$ cat src/common/rst_src_pkg.sv
`default_nettype none
package rst_src_pkg;
   localparam int CLK_PERIOD_NS    = 10;
   localparam int HOLD_TIME_NS     = 100;
   localparam int HOLD_CYCLES      = (HOLD_TIME_NS + CLK_PERIOD_NS - 1) / CLK_PERIOD_NS;
   localparam logic [3:0] HOLD_LAST = 4'(HOLD_CYCLES - 1);
   localparam int CLK_LOSS_TIME_NS = 500;
   localparam int CLK_LOSS_CYCLES  = CLK_LOSS_TIME_NS / CLK_PERIOD_NS;
   localparam int CL_W             = 6;
   localparam int WDOG_TICKS       = 256;
   localparam int WD_W             = 8;
   localparam logic [3:0] DIV_LAST = 4'hb;

   // Register indices; byte address is four times the index
   localparam logic [11:0] SMC_IDX  = 12'h0ff;
   localparam logic [11:0] RCR_IDX  = 12'h0ef;
   localparam logic [11:0] WDC_IDX  = 12'h0f0;
   localparam logic [11:0] SMC_ADDR = {SMC_IDX[9:0], 2'h0};
   localparam logic [11:0] RCR_ADDR = {RCR_IDX[9:0], 2'h0};
   localparam logic [11:0] WDC_ADDR = {WDC_IDX[9:0], 2'h0};

   localparam int MON_EN_BIT   = 7;
   localparam int MON_STAT_BIT = 6;
   localparam int C_PIN = 0;
   localparam int C_PWR = 1;
   localparam int C_CLK = 2;
   localparam int C_WDG = 3;
   localparam int C_SW  = 4;
   localparam int C_CMP = 5;
   localparam int C_FLS = 6;
   localparam int WD_KICK_BIT = 0;
   localparam int WD_DIS_BIT  = 1;

   localparam logic [6:0] CAUSE_POR   = 7'h02;
   localparam logic       MON_EN_POR  = 1'h1;
   localparam logic       MON_SEL_POR = 1'h1;
   localparam logic [1:0] RESP_OKAY   = 2'h0;
   localparam logic [1:0] RESP_SLVERR = 2'h2;

   typedef enum logic {ST_RUN, ST_HOLD} seq_state_t;
endpackage : rst_src_pkg
`default_nettype wire

$ cat src/timeout_counter.sv
`default_nettype none
module timeout_counter #(
   parameter int W     = 8,
   parameter int LIMIT = 8
) (
   input  wire logic clk,      // System clock
   input  wire logic rst,      // Async reset, high
   input  wire logic en,       // Counting allowed
   input  wire logic tick,     // Count enable pulse
   input  wire logic restart,  // Retrigger
   output logic      expired   // One-cycle timeout pulse
);
   typedef struct packed {
      logic [W-1:0] cnt;
      logic         exp;
   } tc_state_t;

   tc_state_t q;
   tc_state_t n;

   always_comb begin
      n     = q;
      n.exp = 1'h0;
      if (restart || !en) begin
         n.cnt = '0;
      end else if (tick) begin
         if (q.cnt == W'(LIMIT - 1)) begin
            n.cnt = '0;
            n.exp = 1'h1;
         end else begin
            n.cnt = q.cnt + W'(1);
         end
      end
   end

   always_ff @(posedge clk or posedge rst) begin
      if (rst) begin
         q <= '0;
      end else begin
         q <= n;
      end
   end

   assign expired = q.exp;
endmodule : timeout_counter
`default_nettype wire

$ cat src/reset_source_control.sv
`default_nettype none
// Summary of operation
// - Monitor enable bit 7 powers the supply monitor off at 0, on at 1.
// - Enabled monitor resets only when also selected in the cause register.
// - Status bit 6 shows live monitor output, 1 when supply above threshold.
// - Monitor control bits 5:0 read zero; writes to them are ignored.
// - Reset is entered while the external pin is held low.
// - Leaving a pin reset sets pin flag bit 0.
// - Clock loss detector retriggers on clock edges; resets on a stall.
// - Bit 2 reads 1 only after a clock loss reset.
// - Writing bit 2 enables or disables the clock loss detector.
// - Non-supply reset sources never drive the reset pin.
// - Writing 1 to bit 5 selects the comparator as reset source.
// - Selected comparator with low output holds the device in reset.
// - Comparator flag reads 1 only after a comparator reset.
// - Watchdog runs on clock over twelve after reset; expiry resets, flags.
// - Illegal flash accesses reset the device; a write or erase attempt only while the monitor is off.
// - Flash fault reset sets flag bit 6.
// - Writing 1 to bit 4 forces reset; bit 4 then reads 1.
// - Power or monitor reset sets power flag; others clear it.
// - Monitor enabled at power-on, unchanged by every other reset.
module reset_source_control
   import rst_src_pkg::*;
(
   input  wire logic        SYS_CLK,          // System clock
   input  wire logic        RST,              // Power-on reset, async high
   input  wire logic [11:0] AWADDR,           // Write address
   input  wire logic        AWVALID,          // Write address valid
   output logic             AWREADY,          // Write address ready
   input  wire logic [31:0] WDATA,            // Write data
   input  wire logic [3:0]  WSTRB,            // Write byte lanes
   input  wire logic        WVALID,           // Write data valid
   output logic             WREADY,           // Write data ready
   output logic [1:0]       BRESP,            // Write response
   output logic             BVALID,           // Write response valid
   input  wire logic        BREADY,           // Write response ready
   input  wire logic [11:0] ARADDR,           // Read address
   input  wire logic        ARVALID,          // Read address valid
   output logic             ARREADY,          // Read address ready
   output logic [31:0]      RDATA,            // Read data
   output logic [1:0]       RRESP,            // Read response
   output logic             RVALID,           // Read data valid
   input  wire logic        RREADY,           // Read data ready
   input  wire logic        RST_PIN_I,        // Reset pin level
   output logic             RST_PIN_O,        // Reset pin drive value
   output logic             RST_PIN_OE_N,     // Reset pin drive, low drives
   input  wire logic        SUPPLY_ABOVE,     // Monitor output, 1 above threshold
   output logic             SUPPLY_MON_EN,    // Monitor circuit power
   input  wire logic        COMP_OUT,         // Comparator zero output
   input  wire logic        CORE_CLK_LVL,     // Watched clock level
   input  wire logic        FLASH_PROG_OVER,  // Programmer write above user space
   input  wire logic        FLASH_READ_OVER,  // Code read above user space
   input  wire logic        FLASH_FETCH_OVER, // Branch above user space
   input  wire logic        FLASH_SEC_BLOCK,  // Access blocked by security
   input  wire logic        FLASH_WRITE_TRY,  // Flash write or erase attempt
   output logic             SYS_RST           // System reset, high
);
   typedef struct packed {
      seq_state_t  st;
      logic [3:0]  hold_cnt;
      logic        sys_rst;
      logic        pin_oe_n;
      logic        mon_en;
      logic        mon_sel;
      logic        comp_sel;
      logic        cl_en;
      logic        wd_dis;
      logic        wd_kick;
      logic        sw_req;
      logic [6:0]  cause;
      logic [6:0]  flags;
      logic [3:0]  div;
      logic        tick;
      logic        clk_lvl;
      logic        aw_got;
      logic        w_got;
      logic [11:0] aw_addr;
      logic [7:0]  w_data;
      logic        w_lane0;
      logic        aw_rdy;
      logic        w_rdy;
      logic        bvalid;
      logic [1:0]  bresp;
      logic        ar_rdy;
      logic        rvalid;
      logic [7:0]  rdata;
      logic [1:0]  rresp;
   } rsc_state_t;

   // Power-on looks like a supply reset: pin driven, power flag pending
   localparam rsc_state_t RESET_STATE = '{
      st:       ST_HOLD,
      sys_rst:  1'h1,
      mon_en:   MON_EN_POR,
      mon_sel:  MON_SEL_POR,
      cl_en:    1'h1,
      cause:    CAUSE_POR,
      flags:    CAUSE_POR,
      aw_rdy:   1'h1,
      w_rdy:    1'h1,
      ar_rdy:   1'h1,
      default:  '0
   };

   rsc_state_t q;
   rsc_state_t n;

   logic       aw_fire;
   logic       w_fire;
   logic       ar_fire;
   logic       wr_go;
   logic       wr_smc;
   logic       wr_rcr;
   logic       wr_wdc;
   logic       wr_hit;
   logic       pin_src;
   logic       sup_src;
   logic       cmp_src;
   logic       fls_src;
   logic       cl_exp;
   logic       wd_exp;
   logic [6:0] src;
   logic       src_any;

   assign aw_fire = AWVALID && q.aw_rdy;
   assign w_fire  = WVALID && q.w_rdy;
   assign ar_fire = ARVALID && q.ar_rdy;
   assign wr_go   = q.aw_got && q.w_got && !q.bvalid;
   assign wr_hit  = (q.aw_addr == SMC_ADDR) || (q.aw_addr == RCR_ADDR) || (q.aw_addr == WDC_ADDR);
   // Lane 0 holds every register bit; other lanes are ignored
   assign wr_smc  = wr_go && q.w_lane0 && (q.aw_addr == SMC_ADDR);
   assign wr_rcr  = wr_go && q.w_lane0 && (q.aw_addr == RCR_ADDR);
   assign wr_wdc  = wr_go && q.w_lane0 && (q.aw_addr == WDC_ADDR);

   // Own drive masked, else our pin pull-down would latch as a pin reset
   assign pin_src = !RST_PIN_I && q.pin_oe_n;
   assign sup_src = q.mon_en && q.mon_sel && !SUPPLY_ABOVE;
   assign cmp_src = q.comp_sel && !COMP_OUT;
   assign fls_src = FLASH_PROG_OVER || FLASH_READ_OVER || FLASH_FETCH_OVER
                    || FLASH_SEC_BLOCK || (FLASH_WRITE_TRY && !q.mon_en);
   assign src     = {fls_src, cmp_src, q.sw_req, wd_exp, cl_exp, sup_src, pin_src};
   assign src_any = |src;

   timeout_counter #(
      .W     (CL_W),
      .LIMIT (CLK_LOSS_CYCLES)
   ) u_clk_loss (
      .clk     (SYS_CLK),
      .rst     (RST),
      .en      (q.cl_en && (q.st == ST_RUN)),
      .tick    (1'h1),
      .restart (CORE_CLK_LVL != q.clk_lvl),
      .expired (cl_exp)
   );

   timeout_counter #(
      .W     (WD_W),
      .LIMIT (WDOG_TICKS)
   ) u_watchdog (
      .clk     (SYS_CLK),
      .rst     (RST),
      .en      (!q.wd_dis && (q.st == ST_RUN)),
      .tick    (q.tick),
      .restart (q.wd_kick),
      .expired (wd_exp)
   );

   always_comb begin
      n         = q;
      n.wd_kick = 1'h0;
      n.sw_req  = 1'h0;
      n.clk_lvl = CORE_CLK_LVL;
      n.tick    = (q.div == DIV_LAST);
      n.div     = n.tick ? 4'h0 : q.div + 4'h1;

      if (aw_fire) begin
         n.aw_got  = 1'h1;
         n.aw_addr = AWADDR;
      end
      if (w_fire) begin
         n.w_got   = 1'h1;
         n.w_data  = WDATA[7:0];
         n.w_lane0 = WSTRB[0];
      end
      if (wr_go) begin
         n.aw_got = 1'h0;
         n.w_got  = 1'h0;
         n.bvalid = 1'h1;
         n.bresp  = wr_hit ? RESP_OKAY : RESP_SLVERR;
      end else if (q.bvalid && BREADY) begin
         n.bvalid = 1'h0;
      end
      n.aw_rdy = !n.aw_got && !n.bvalid;
      n.w_rdy  = !n.w_got && !n.bvalid;

      if (wr_smc) begin
         n.mon_en = q.w_data[MON_EN_BIT];
      end
      if (wr_rcr) begin
         n.mon_sel  = q.w_data[C_PWR];
         n.cl_en    = q.w_data[C_CLK];
         n.comp_sel = q.w_data[C_CMP];
         n.sw_req   = q.w_data[C_SW];
      end
      if (wr_wdc) begin
         n.wd_kick = q.w_data[WD_KICK_BIT];
         n.wd_dis  = q.w_data[WD_DIS_BIT];
      end

      if (ar_fire) begin
         n.rvalid = 1'h1;
         n.rresp  = RESP_OKAY;
         case (ARADDR)
            SMC_ADDR: n.rdata = {q.mon_en, SUPPLY_ABOVE, 6'h00};
            RCR_ADDR: n.rdata = {1'h0, q.flags};
            WDC_ADDR: n.rdata = {6'h00, q.wd_dis, 1'h0};
            default: begin
               n.rdata = 8'h00;
               n.rresp = RESP_SLVERR;
            end
         endcase
      end else if (q.rvalid && RREADY) begin
         n.rvalid = 1'h0;
      end
      n.ar_rdy = !n.rvalid;

      case (q.st)
         ST_RUN: begin
            if (src_any) begin
               n.st       = ST_HOLD;
               n.hold_cnt = 4'h0;
               n.cause    = src;
               n.sys_rst  = 1'h1;
            end
         end
         ST_HOLD: begin
            // Sources seen at any time in the hold all count as causes
            n.cause = q.cause | src;
            if (q.hold_cnt != HOLD_LAST) begin
               n.hold_cnt = q.hold_cnt + 4'h1;
            end else if (!src_any) begin
               n.st       = ST_RUN;
               n.sys_rst  = 1'h0;
               // Power cause hides the rest; mon_en deliberately untouched
               n.flags    = q.cause[C_PWR] ? CAUSE_POR : q.cause;
               n.comp_sel = 1'h0;
               n.cl_en    = 1'h1;
               n.wd_dis   = 1'h0;
            end
         end
         default: begin
            n.st      = ST_HOLD;
            n.sys_rst = 1'h1;
         end
      endcase
      // Only power-on and supply resets pull the pin
      n.pin_oe_n = !((n.st == ST_HOLD) && n.cause[C_PWR]);
   end

   always_ff @(posedge SYS_CLK or posedge RST) begin
      if (RST) begin
         q <= RESET_STATE;
      end else begin
         q <= n;
      end
   end

   assign AWREADY       = q.aw_rdy;
   assign WREADY        = q.w_rdy;
   assign BVALID        = q.bvalid;
   assign BRESP         = q.bresp;
   assign ARREADY       = q.ar_rdy;
   assign RVALID        = q.rvalid;
   assign RRESP         = q.rresp;
   assign RDATA         = {24'h000000, q.rdata};
   assign RST_PIN_O     = 1'h0;
   assign RST_PIN_OE_N  = q.pin_oe_n;
   assign SUPPLY_MON_EN = q.mon_en;
   assign SYS_RST       = q.sys_rst;
endmodule : reset_source_control
`default_nettype wire

$ cat config.mk
export PLATFORM = sky130hd
export DESIGN_NAME = reset_source_control
export DESIGN_NICKNAME = d
export VERILOG_FILES = /design/src/common/rst_src_pkg.sv /design/src/timeout_counter.sv /design/src/reset_source_control.sv
export SDC_FILE = /design/constraint.sdc
export NUM_CORES = 1
export LEC_CHECK = 0
export BUFFER_PORTS_ARGS = -buffer_cell sky130_fd_sc_hd__buf_2
export CAP_MARGIN = 20
export CORE_ASPECT_RATIO = 1.1
export CORE_UTILIZATION = 57
export CTS_BUF_LIST = sky130_fd_sc_hd__clkbuf_4 sky130_fd_sc_hd__clkbuf_8
export DETAILED_ROUTE_END_ITERATION = 7
export GPL_ROUTABILITY_DRIVEN = 0
export PLACE_DENSITY = 0.84
export SYNTH_ARGS = -nofsm -noshare
export SYNTH_HDL_FRONTEND = slang
export SYNTH_SLANG_ARGS = --single-unit
export TNS_END_PERCENT = 30
$ cat constraint.sdc
create_clock -name SYS_CLK -period 3.86 [get_ports SYS_CLK]
set_input_delay 0.386 -clock SYS_CLK [delete_from_list [all_inputs] [get_ports SYS_CLK]]
set_output_delay 0.386 -clock SYS_CLK [all_outputs]
set_load 0.005 [all_outputs]
==> results.json <==
{
  "synthCells": 360,
  "flow.area_growth_from_synthesis_pct": 11.6,
  "post-route-period-util_pct": 54.6,
  "cp-endpoint": "q[63]",
  "ant_nets": 0,
  "p_per_area_nw_per_um2": 509,
  "startpoint": "q[36]",
  "antenna_found_initial": 0,
  "routed_wl_um": 7040,
  "core-area_um2": 6670,
  "yosysTopAreaCellShare_pct": 47.7,
  "cts_made_buffers": 9,
  "cp_max_fo": 4,
  "endpoint_kind": "register",
  "hold_violations": 0,
  "grt_pass1_vias": 2707,
  "rsz0062_at_grt": "no",
  "max_freq_ghz": 0.474,
  "final_cell_area_um2": 4450,
  "nFillCells": 492,
  "async_reset_ff_share_pct": 100,
  "max_stage_delay_ns": 0.64,
  "grt_usage_pct": 21.3,
  "r2r-end": "q[63]",
  "worst_skew_pair.late_latency_ns": 0.36,
  "synthFlopType": "dfrtp_1",
  "placed_area_um2": 4220,
  "layout_common_cells": "dfrtp_1 (76), buf_2 (64), mux2_2 (27), conb_1 (27), nor2_1 (26)",
  "wl_per_cell_um": 13.9,
  "synthesis.area_um2": 3990,
  "initial_core_util_pct": 59.8,
  "synth_top_family_by_area": "simple AND/OR/NAND/NOR gates",
  "maxCapViolations": 0,
  "hold_path_class": "primary input to register",
  "htreeDepth": 3,
  "ioPinCount": 121,
  "path_buf_inv": 0,
  "cts_tree": "yes",
  "cts_buffer_depth": 2,
  "grt_pass1_wl_um": 12000,
  "firstDrtPassIters": 4,
  "clk_pin_slew_worst_paths_ns": 0.09,
  "port-buffer-count": 64,
  "final_util_pct": 66.7,
  "clock_skew_ns": 0.0105,
  "cp.depth": 4,
  "required_ns": 4.15,
  "synth-compound-area-share_pct": 8.97,
  "ys_seq_area_share_pct": 54.2,
  "crit-reg2reg-launch": "q[36]",
  "grt_overflow": 0,
  "ys_ff_latch": 86,
  "synth_top_area_cell": "dfrtp_1",
  "cts_sinks": 86,
  "via_per_inst": 5.45,
  "regArea_um2": 2160,
  "synthMuxAreaShare_pct": 8.65,
  "drt_iter0_drc": 102,
  "criticalPathCategory": "register to register",
  "placed_cells": 489,
  "worst-r2r-cell-count": 4,
  "cts_setup_buffers": 0,
  "hpwl_um": 5200,
  "drive_gt1_share_pct": 30.6,
  "vdd_drop_max_mv": 0.455,
  "outcome": "finished clean",
  "tns_ns": 0,
  "worst_path_max_delay_cell": "nor4_1",
  "fp-row-count": 31,
  "cp_top_family": "simple AND/OR/NAND/NOR gates",
  "synth_fa_ha_area_share_pct": 1.88,
  "setup_viol": 0,
  "cts-root-buf": "clkbuf_8",
  "ys_top_cells_by_area": "dfrtp_1 (48%), mux2_2 (7.6%), buf_4 (7.0%)",
  "final_net_count": 502,
  "dieArea_um2": 7340,
  "yosys_warnings": 0,
  "die_w_um": 81.8,
  "r2r_slack_ns": 1.75,
  "synthSimpleGateAreaFrac_pct": 14.5,
  "maxSlewViolCount": 0,
  "slew_headroom_pct": 52.9,
  "synth_xor_area_share_pct": 1.98,
  "num_vias": 2763,
  "leakagePower_nw": 2.14,
  "drc": 0,
  "synthDistinctLibCells": 52,
  "fin_crit_ns": 2.11,
  "synth-edff-count": 0,
  "die_h_um": 89.8,
  "whs_ns": 0.159,
  "final_cells": 507,
  "tightestPinTransition_ns": 0.700,
  "antenna_cells": 0,
  "grt_max_degree": 64,
  "avgSynthCellArea_um2": 11.1,
  "arrival_ns": 2.39,
  "mostFrequentLayoutCell": "dfrtp_1",
  "multiInputGateArea_um2": 1540,
  "cp_cell_sequence": "or4_4 > nor4_1 > a21oi_1 > a211o_1",
  "crit_path_start_kind": "register"
}
-- how the worst min path moves through the flow --
stage                            start     end  slack, ns  depth (start not counted)
finish                    CORE_CLK_LVL   q[40]       0.16                          1
global route              CORE_CLK_LVL   q[40]       0.15                          1
CTS                       CORE_CLK_LVL   q[40]       0.15                          1
detailed placement  u_clk_loss.expired   q[55]       0.45                          1
global placement                 q[38]  WREADY       0.44                          1
floorplan                        q[38]  WREADY       0.41                          1
-- Yosys cell counts, types with 2 or more instances --
| cell | n |
|---|---|
| or2_2 | 3 |
| nand4b_1 | 2 |
| nor2b_1 | 7 |
| xnor2_1 | 4 |
| nor3_1 | 5 |
| buf_4 | 37 |
| a22o_1 | 6 |
| nand3_1 | 10 |
| clkbuf_1 | 5 |
| dfstp_2 | 10 |
| ha_1 | 6 |
| nor4_1 | 6 |
| a31oi_1 | 4 |
| nand4_1 | 8 |
| nand2_1 | 23 |
| nor2_1 | 26 |
| mux2_2 | 27 |
| mux2i_1 | 3 |
| a21o_1 | 5 |
| o21ai_0 | 12 |
| nand2b_1 | 5 |
| dfrtp_1 | 76 |
| a21oi_1 | 12 |
| a31o_2 | 2 |
| xor2_1 | 5 |
| inv_1 | 19 |
| o31ai_1 | 3 |
| and3_1 | 5 |
-- cell type report --
| class | count | share of cell area, % |
|---|---|---|
| flip-flops and latches | 86 | 48.6 |
| multi-input cells | 236 | 34.6 |
| repair buffers | 68 | 8.38 |
| clock buffers | 9 | 2.78 |
| well taps | 82 | 2.30 |
| clock inverters | 7 | 1.66 |
| inverters | 19 | 1.63 |
-- worst register-to-register path, cell delays in order (launching register included) --
cell     delay [ns]
dfrtp_1        0.38
or4_4          0.54
nor4_1         0.64
a21oi_1        0.18
a211o_1        0.30
-- per-layer routing --
metal	global-route usage [%]	part of all wire, %
met5	0	0
met2	34.2	50
met3	4.47	5.0
met1	27.6	43
met4	8.77	1.8
-- timing repair --
action	CTS	global route
endpoints found under the hold margin	0	9
hold buffers	0	1
gates resized for setup	0	0
setup endpoints to repair	0	0
-- through the flow --
step           setup WS, ns  total power [W]
2_1_floorplan          1.27          0.00154
5_1_grt                1.67          0.00240
3_3_place_gp           1.81          0.00162
6_report               1.75          0.00227
3_5_place_dp           1.73          0.00165
4_1_cts                1.77          0.00228
-- flip-flops by register name, indices dropped and copies added, names as in the netlist, 6 cells and up --
signal / flops
u_clk_loss.q: 6
q: 52
u_watchdog.q: 8
RDATA: 8
-- cell families (layout without fill, tap and decap cells) --
group / after synthesis / in the layout
buffers and inverters: 64 / 103
adders and majority gates: 6 / 6
other: 1 / 27
xor gates and xnor gates: 9 / 9
DFF: 86 / 86
AOI/OAI and AO/OA: 53 / 53
muxes: 31 / 31
and+or+nand+nor: 110 / 110
-- power by group --
group          leakage, nW  switching, W  internal (W)
logic                0.979      0.000198      0.000223
clock network       0.0996      0.000325      0.000301
registers             1.06      0.000131       0.00109
Power figures use the tool's default switching activity.
